<file path="src/core/fdp_defs.svh">
`ifndef FDP_DEFS_SVH
`define FDP_DEFS_SVH

// Register offsets
`define FDP_OFS_CMD_IDX 8'h02
`define FDP_OFS_ECC_IDX 8'h03
`define FDP_OFS_STATUS 8'h04
`define FDP_OFS_MASK 8'h05
`define FDP_OFS_PROT 8'h06
`define FDP_OFS_CMD_HI 8'h0a
`define FDP_OFS_CMD_LO 8'h0b
`define FDP_OFS_ECC_HI 8'h0c
`define FDP_OFS_ECC_LO 8'h0d

// Fields
`define FDP_IDX_W 3
`define FDP_PROT_OPEN 7
`define FDP_SIZE_W 5
`define FDP_ST_VIOL 0
`define FDP_ST_DONE 1
`define FDP_ST_W 2

// Reset and fallback values
`define FDP_PROT_FULL 8'h1f
// Writable protection bits; software writes force bits 6 and 5 to zero
`define FDP_PROT_WMASK 8'h9f
`define FDP_CMD_WORDS 3'h6
`define FDP_ECC_WORDS 8

// Data flash window
`define FDP_DF_BASE 24'h10_0000
`define FDP_SIZE_SHIFT 8
`endif

</file>
<file path="src/core/fdp_pkg.sv">
package fdp_pkg;
  typedef enum logic [1:0] {
    FDP_OP_PROG = 2'h0,
    FDP_OP_SECT_ERASE = 2'h1,
    FDP_OP_BLK_ERASE = 2'h3
  } fdp_op_e;

  typedef struct packed {
    logic valid;
    fdp_op_e kind;
    logic [23:0] addr;
  } fdp_op_s;

  typedef struct packed {
    logic valid;
    logic ok;
    logic [7:0] data;
  } fdp_prot_load_s;
endpackage

</file>
<file path="src/core/fdp_core.sv">
// Our own choice: the address-and-strobe port.
`timescale 1ns/1ps
`include "fdp_defs.svh"
module fdp_core
  import fdp_pkg::*;
(
  // Clock, reset, enable
  input wire logic clk_sys_i,
  input wire logic rst_n_i,
  input wire logic ce_i,
  // Register port
  input wire logic [7:0] addr_i,
  input wire logic [7:0] wdata_i,
  input wire logic wr_i,
  input wire logic rd_i,
  output logic [7:0] rdata_o,
  // Protection byte load from the reset sequence
  input wire fdp_prot_load_s prot_load_i,
  // ECC result words from the capture logic
  input wire logic [`FDP_ECC_WORDS-1:0][15:0] ecc_result_i,
  // Program and erase requests from the sequencer
  input wire fdp_op_s op_i,
  output logic op_ok_o,
  output logic op_refuse_o,
  // Command parameter words to the sequencer
  output logic [5:0][15:0] cmd_words_o,
  // Interrupt
  output logic irq_o
);

  ////////////////////////////////////////////////////////////////////////////
  logic [`FDP_IDX_W-1:0] cmd_idx;
  logic [`FDP_IDX_W-1:0] ecc_idx;
  logic [7:0] prot;
  logic [`FDP_ST_W-1:0] status;
  logic [`FDP_ST_W-1:0] mask;
  logic [15:0] cmd_sel_word;
  logic [15:0] ecc_sel_word;
  logic cmd_idx_ok;
  logic prot_on;
  logic op_hit;
  logic op_bad;
  logic [7:0] next_rdata;
  logic [`FDP_ST_W-1:0] st_set;
  logic [`FDP_ST_W-1:0] st_clr;

  // Byte offset into the window compared in 256-byte steps
  function automatic logic in_prot(input logic [23:0] a,
                                   input logic [`FDP_SIZE_W-1:0] n);
    logic [23:0] off;
    off = a - `FDP_DF_BASE;
    in_prot = (a >= `FDP_DF_BASE) &&
              ((off >> `FDP_SIZE_SHIFT) <= {19'h0, n});
  endfunction

  function automatic logic wr_at(input logic [7:0] ofs);
    wr_at = ce_i && wr_i && (addr_i == ofs);
  endfunction

  ////////////////////////////////////////////////////////////////////////////
  assign cmd_idx_ok = cmd_idx < `FDP_CMD_WORDS;
  assign cmd_sel_word = cmd_idx_ok ? cmd_words_o[cmd_idx] : 16'h0000;
  assign ecc_sel_word = ecc_result_i[ecc_idx];
  assign prot_on = !prot[`FDP_PROT_OPEN];
  assign op_hit = in_prot(op_i.addr, prot[`FDP_SIZE_W-1:0]);
  // Any protection covers at least the first sector, so block erase fails
  assign op_bad = prot_on &&
                  ((op_i.kind == FDP_OP_BLK_ERASE) ||
                   op_hit);

  // Index registers
  always_ff @(posedge clk_sys_i or negedge rst_n_i) begin
    if (!rst_n_i) begin
      cmd_idx <= 3'h0;
      ecc_idx <= 3'h0;
    end else if (ce_i) begin
      if (wr_at(`FDP_OFS_CMD_IDX)) begin
        cmd_idx <= wdata_i[`FDP_IDX_W-1:0];
      end
      if (wr_at(`FDP_OFS_ECC_IDX)) begin
        ecc_idx <= wdata_i[`FDP_IDX_W-1:0];
      end
    end
  end

  // Command parameter array of 16-bit words, written a byte at a time; indices six and seven go nowhere
  always_ff @(posedge clk_sys_i or negedge rst_n_i) begin
    if (!rst_n_i) begin
      cmd_words_o <= '0;
    end else if (ce_i && cmd_idx_ok) begin
      if (wr_at(`FDP_OFS_CMD_HI)) begin
        cmd_words_o[cmd_idx][15:8] <= wdata_i;
      end
      if (wr_at(`FDP_OFS_CMD_LO)) begin
        cmd_words_o[cmd_idx][7:0] <= wdata_i;
      end
    end
  end

  // Protection register: the reset sequence load overrides software
  always_ff @(posedge clk_sys_i or negedge rst_n_i) begin
    if (!rst_n_i) begin
      prot <= `FDP_PROT_FULL;
    end else if (ce_i) begin
      if (prot_load_i.valid) begin
        prot <= prot_load_i.ok ? prot_load_i.data : `FDP_PROT_FULL;
      end else if (wr_at(`FDP_OFS_PROT)) begin
        prot <= wdata_i & `FDP_PROT_WMASK;
      end
    end
  end

  // Answer to the sequencer one cycle after the request
  always_ff @(posedge clk_sys_i or negedge rst_n_i) begin
    if (!rst_n_i) begin
      op_ok_o <= 1'b0;
      op_refuse_o <= 1'b0;
    end else if (ce_i) begin
      op_ok_o <= op_i.valid && !op_bad;
      op_refuse_o <= op_i.valid && op_bad;
    end
  end

  ////////////////////////////////////////////////////////////////////////////
  // Events and interrupt; a set in the clearing cycle survives
  always_comb begin
    st_set = '0;
    st_set[`FDP_ST_VIOL] = op_i.valid && op_bad;
    st_set[`FDP_ST_DONE] = op_i.valid && !op_bad;
    st_clr = wr_at(`FDP_OFS_STATUS) ? wdata_i[`FDP_ST_W-1:0] : '0;
  end

  always_ff @(posedge clk_sys_i or negedge rst_n_i) begin
    if (!rst_n_i) begin
      status <= '0;
    end else if (ce_i) begin
      status <= (status & ~st_clr) | st_set;
    end
  end

  always_ff @(posedge clk_sys_i or negedge rst_n_i) begin
    if (!rst_n_i) begin
      mask <= '0;
    end else if (wr_at(`FDP_OFS_MASK)) begin
      mask <= wdata_i[`FDP_ST_W-1:0];
    end
  end

  // Registered, so the line follows the status by one cycle
  always_ff @(posedge clk_sys_i or negedge rst_n_i) begin
    if (!rst_n_i) begin
      irq_o <= 1'b0;
    end else if (ce_i) begin
      irq_o <= |(status & mask);
    end
  end

  ////////////////////////////////////////////////////////////////////////////
  // Read path; unmapped offsets answer zero
  always_comb begin
    next_rdata = 8'h00;
    case (addr_i)
      `FDP_OFS_CMD_IDX: next_rdata = {5'h00, cmd_idx};
      `FDP_OFS_ECC_IDX: next_rdata = {5'h00, ecc_idx};
      `FDP_OFS_STATUS: next_rdata = {6'h00, status};
      `FDP_OFS_MASK: next_rdata = {6'h00, mask};
      `FDP_OFS_PROT: next_rdata = prot;
      `FDP_OFS_CMD_HI: next_rdata = cmd_sel_word[15:8];
      `FDP_OFS_CMD_LO: next_rdata = cmd_sel_word[7:0];
      `FDP_OFS_ECC_HI: next_rdata = ecc_sel_word[15:8];
      `FDP_OFS_ECC_LO: next_rdata = ecc_sel_word[7:0];
      default: next_rdata = 8'h00;
    endcase
  end

  // Data stand only in the cycle after the read strobe
  always_ff @(posedge clk_sys_i or negedge rst_n_i) begin
    if (!rst_n_i) begin
      rdata_o <= 8'h00;
    end else if (ce_i) begin
      rdata_o <= rd_i ? next_rdata : 8'h00;
    end
  end
endmodule

</file>
<file path="config.mk">
export PLATFORM = sky130hd
export DESIGN_NAME = fdp_core
export DESIGN_NICKNAME = d
export VERILOG_FILES = /design/src/core/fdp_pkg.sv /design/src/core/fdp_core.sv
export VERILOG_INCLUDE_DIRS = /design/src /design/src/core
export SDC_FILE = /design/constraint.sdc
export NUM_CORES = 1
export LEC_CHECK = 0
export ABC_AREA = 0
export BUFFER_PORTS_ARGS = -buffer_cell sky130_fd_sc_hd__buf_4
export CORE_MARGIN = 2
export CORE_UTILIZATION = 50
export DETAILED_ROUTE_END_ITERATION = 10
export PLACE_DENSITY = 0.84
export SLEW_MARGIN = 25
export SYNTH_ARGS = -nofsm -noshare
export SYNTH_HDL_FRONTEND = slang
export SYNTH_SLANG_ARGS = --single-unit
</file>
<file path="constraint.sdc">
create_clock -name clk_sys_i -period 4.7 [get_ports clk_sys_i]
set_clock_uncertainty 0.2 [all_clocks]
set_input_delay 0.94 -clock clk_sys_i [delete_from_list [all_inputs] [get_ports clk_sys_i]]
set_output_delay 0.94 -clock clk_sys_i [all_outputs]
set_load 0.02 [all_outputs]
</file>
==> impl_metrics.env <==
export IMPL_cp_depth=6
export IMPL_synth_seq_cells=125
export IMPL_antenna_left=0
export IMPL_pre_cts_ws_ns=1.30
export IMPL_antenna_found_initial=1
export IMPL_grt_pass1_wl_microns=38600
export IMPL_cts_tree="built"
export IMPL_synth_nets=778
export IMPL_syn_avg_cell_area_sq_um=12.4
export IMPL_cts_resized=0
export IMPL_reg2regPathDepth=6
export IMPL_outcome="completed"
export IMPL_fillers=1018
export IMPL_p_per_area_nw_per_um2=280
export IMPL_worst_setup_path_type="in -> reg"
export IMPL_top_usage_layer="met2"
export IMPL_path_cells="buf_4 -> nor4_4 -> and4_1 -> nand3_4 -> nor2_8 -> mux2_1"
export IMPL_async_reset_ff_share_pct=100
export IMPL_area_delta_synth_final_pct=38.9
export IMPL_core_rowCount=44
export IMPL_grt_max_degree=69
export IMPL_cts_sinks=125
export IMPL_synth_edf_count=0
export IMPL_vias=6524
export IMPL_track_usage_pct=32.6
export IMPL_numCtsBuffers=17
export IMPL_slew_violations=0
export IMPL_cts_hold_repair_buffers=0
export IMPL_nets=1046
export IMPL_grt_ovfl_total=0
export IMPL_clk_pin_slew_worst_paths_ns=0.06
export IMPL_cts_root_buffer_cell="clkbuf_16"
export IMPL_synthFlopType="dfrtp_1"
export IMPL_crit_required_ns=4.79
export IMPL_vias_per_cell=6.21
export IMPL_portBuffers=284
export IMPL_synthCells=587
export IMPL_hold_depth=1
export IMPL_rsz0062_at_grt="false"
export IMPL_p_total_mw=2.83
export IMPL_arrival_ns=3.17
export IMPL_first_iter_violations=566
export IMPL_synth_area_leaders="dfrtp_1, mux2_2, mux4_2"
export IMPL_layout_commonest_cell="buf_4"
export IMPL_grt_pass1_vias=6648
export IMPL_crit_fanout=11
export IMPL_dpl_hpwl_microns=18500
export IMPL_hold_viol=0
export IMPL_setup_viol=0
export IMPL_synthesis_area_sq_um=7280
export IMPL_slowest_stage="nor4_4"
export IMPL_hold_class="reg -> reg"
export IMPL_synth_top_area_share_pct=41.3
export IMPL_grt_use_met1_pct=39.7
export IMPL_fmax_mhz=325
export IMPL_synth_yosys_seq_area_share_pct=43.1
export IMPL_drc=0
export IMPL_firstDrtPassIters=5
export IMPL_coreArea_sq_um=14400
export IMPL_relSlewSlack_pct=36.5
export IMPL_crit_path_end_kind="register"
export IMPL_final_setup_tns_ns=0
export IMPL_start_util_pct=50.6
export IMPL_fin_crit_sh_pct=65.5
export IMPL_dieHeight_microns=125
export IMPL_crit_family="simple AND/OR/NAND/NOR gates"
export IMPL_die_x_microns=125
export IMPL_p_leak_nw=5.02
export IMPL_drt_wl_total_microns=25300
export IMPL_htree_levels=4
export IMPL_dieArea_sq_um=15500
export IMPL_maxCapViolCount=0
export IMPL_finalCriticalPeriod_ns=3.08
export IMPL_wire_per_inst_microns=24.1
export IMPL_gr_usage_met3_pct=8.72
export IMPL_post_cts_setup_buffers=0
export IMPL_synth_cell_types=58
export IMPL_synth_warnings=0
export IMPL_worst_pin_slew_ns=0.953
export IMPL_crit_path_max_incr_delay_ns=0.65
export IMPL_place_congestion=0.933
export IMPL_ir_drop_v=0.000189
export IMPL_synth_area_leader_cell="dfrtp_1"
export IMPL_setup_slack_ns=1.62
export IMPL_critPathBufInv=1
export IMPL_critPathLaunchType="input pin"
export IMPL_cts_buffer_depth=2
export IMPL_ios=293
export IMPL_layout_common_cells="buf_4, dfrtp_1, mux2_2"
export IMPL_gr_usage_met2_pct=56.0
export IMPL_antenna_cells=0
export IMPL_worstSkewPairLatency_ns=0.42
export IMPL_drive_gt1_share_pct=56.1
==> registers in the layout (all words and copies together) (netlist names), 2 cells and up <==
register     flops
cmd_words_o     96
prot             8
rdata_o          8
cmd_idx          3
ecc_idx          3
mask             2
status           2
==> worst paths after layout <==
check                           start  slack (ns)         endpoint
min reg2reg                rdata_o[0]        0.29       rdata_o[0]
min                        rdata_o[0]        0.29       rdata_o[0]
max in group asynchronous     rst_n_i        2.89          prot[3]
max                         addr_i[7]        1.62  cmd_words_o[14]
max reg2reg                cmd_idx[0]        1.79       rdata_o[6]
min in group asynchronous     rst_n_i        0.42  cmd_words_o[69]
==> power breakdown <==
group / internal, mW / switching (mW)
Combinational: 0.176 / 0.147
Clock: 0.907 / 0.466
Sequential: 1.10 / 0.0289
Total: 2.18 / 0.643
==> per-stage QoR <==
stage / hold WS, ns / instances / utilization (%) / instance area [sq um]
6_report: 0.292 / 1050 / 70.3 / 10100
5_1_grt: 0.304 / 1050 / 70.3 / 10100
4_1_cts: 0.292 / 1050 / 70.3 / 10100
3_5_place_dp: 0.283 / 1020 / 66.1 / 9500
3_3_place_gp: 0.269 / 1020 / 66.1 / 9500
2_1_floorplan: 0.250 / 587 / - / 7280
==> area by class of cell <==
| cell class | count | area (sq um) | share of cell area, % |
|---|---|---|---|
| Multi-Input combinational cell | 403 | 3890 | 38.5 |
| Timing Repair Buffer | 289 | 2170 | 21.5 |
| Tap cell | 184 | 230 | 2.28 |
| Sequential cell | 125 | 3140 | 31.1 |
| Clock inverter | 7 | 138 | 1.36 |
| Clock buffer | 23 | 468 | 4.63 |
| Inverter | 19 | 71.3 | 0.706 |
==> synthesized netlist by cell type (3+ instances only) <==
master and n:
o221ai_1 4, o211ai_1 3, a32oi_1 5, nor2_1 22, nor2_4 3, nand4_1 6, mux2_2 112, dfstp_2 5
nor3_1 4, mux4_2 37, buf_4 3, nand4b_1 3, o21ai_0 24, nor3b_1 3, nand2_1 28, a21oi_1 12
dfrtp_1 120, buf_1 4, and4_1 3, clkbuf_1 19, a22oi_1 5, nor2_8 3, a31oi_1 5, inv_1 19
o2bb2ai_1 3, a221oi_1 4, buf_2 13, nand3_1 11, mux2i_1 35, nor2b_1 10, nand4_2 3, a211oi_1 3
ha_1 5, o22ai_1 17
==> metal layers <==
layer | share of wire, % | wire length [microns]
met1 | 37 | 9380
met2 | 51 | 12900
met3 | 9.1 | 2290
met4 | 2.8 | 704
met5 | 0 | 0
==> cells by family after synthesis <==
group | Yosys count | synth area share (%)
flops | 125 | 43.1
fa+ha+maj | 5 | 0.860
compound gates | 97 | 8.81
buf+inv | 59 | 3.44
mux | 186 | 33.9
simple gates | 115 | 9.91
No activity file was read; power rests on OpenSTA's default activity.
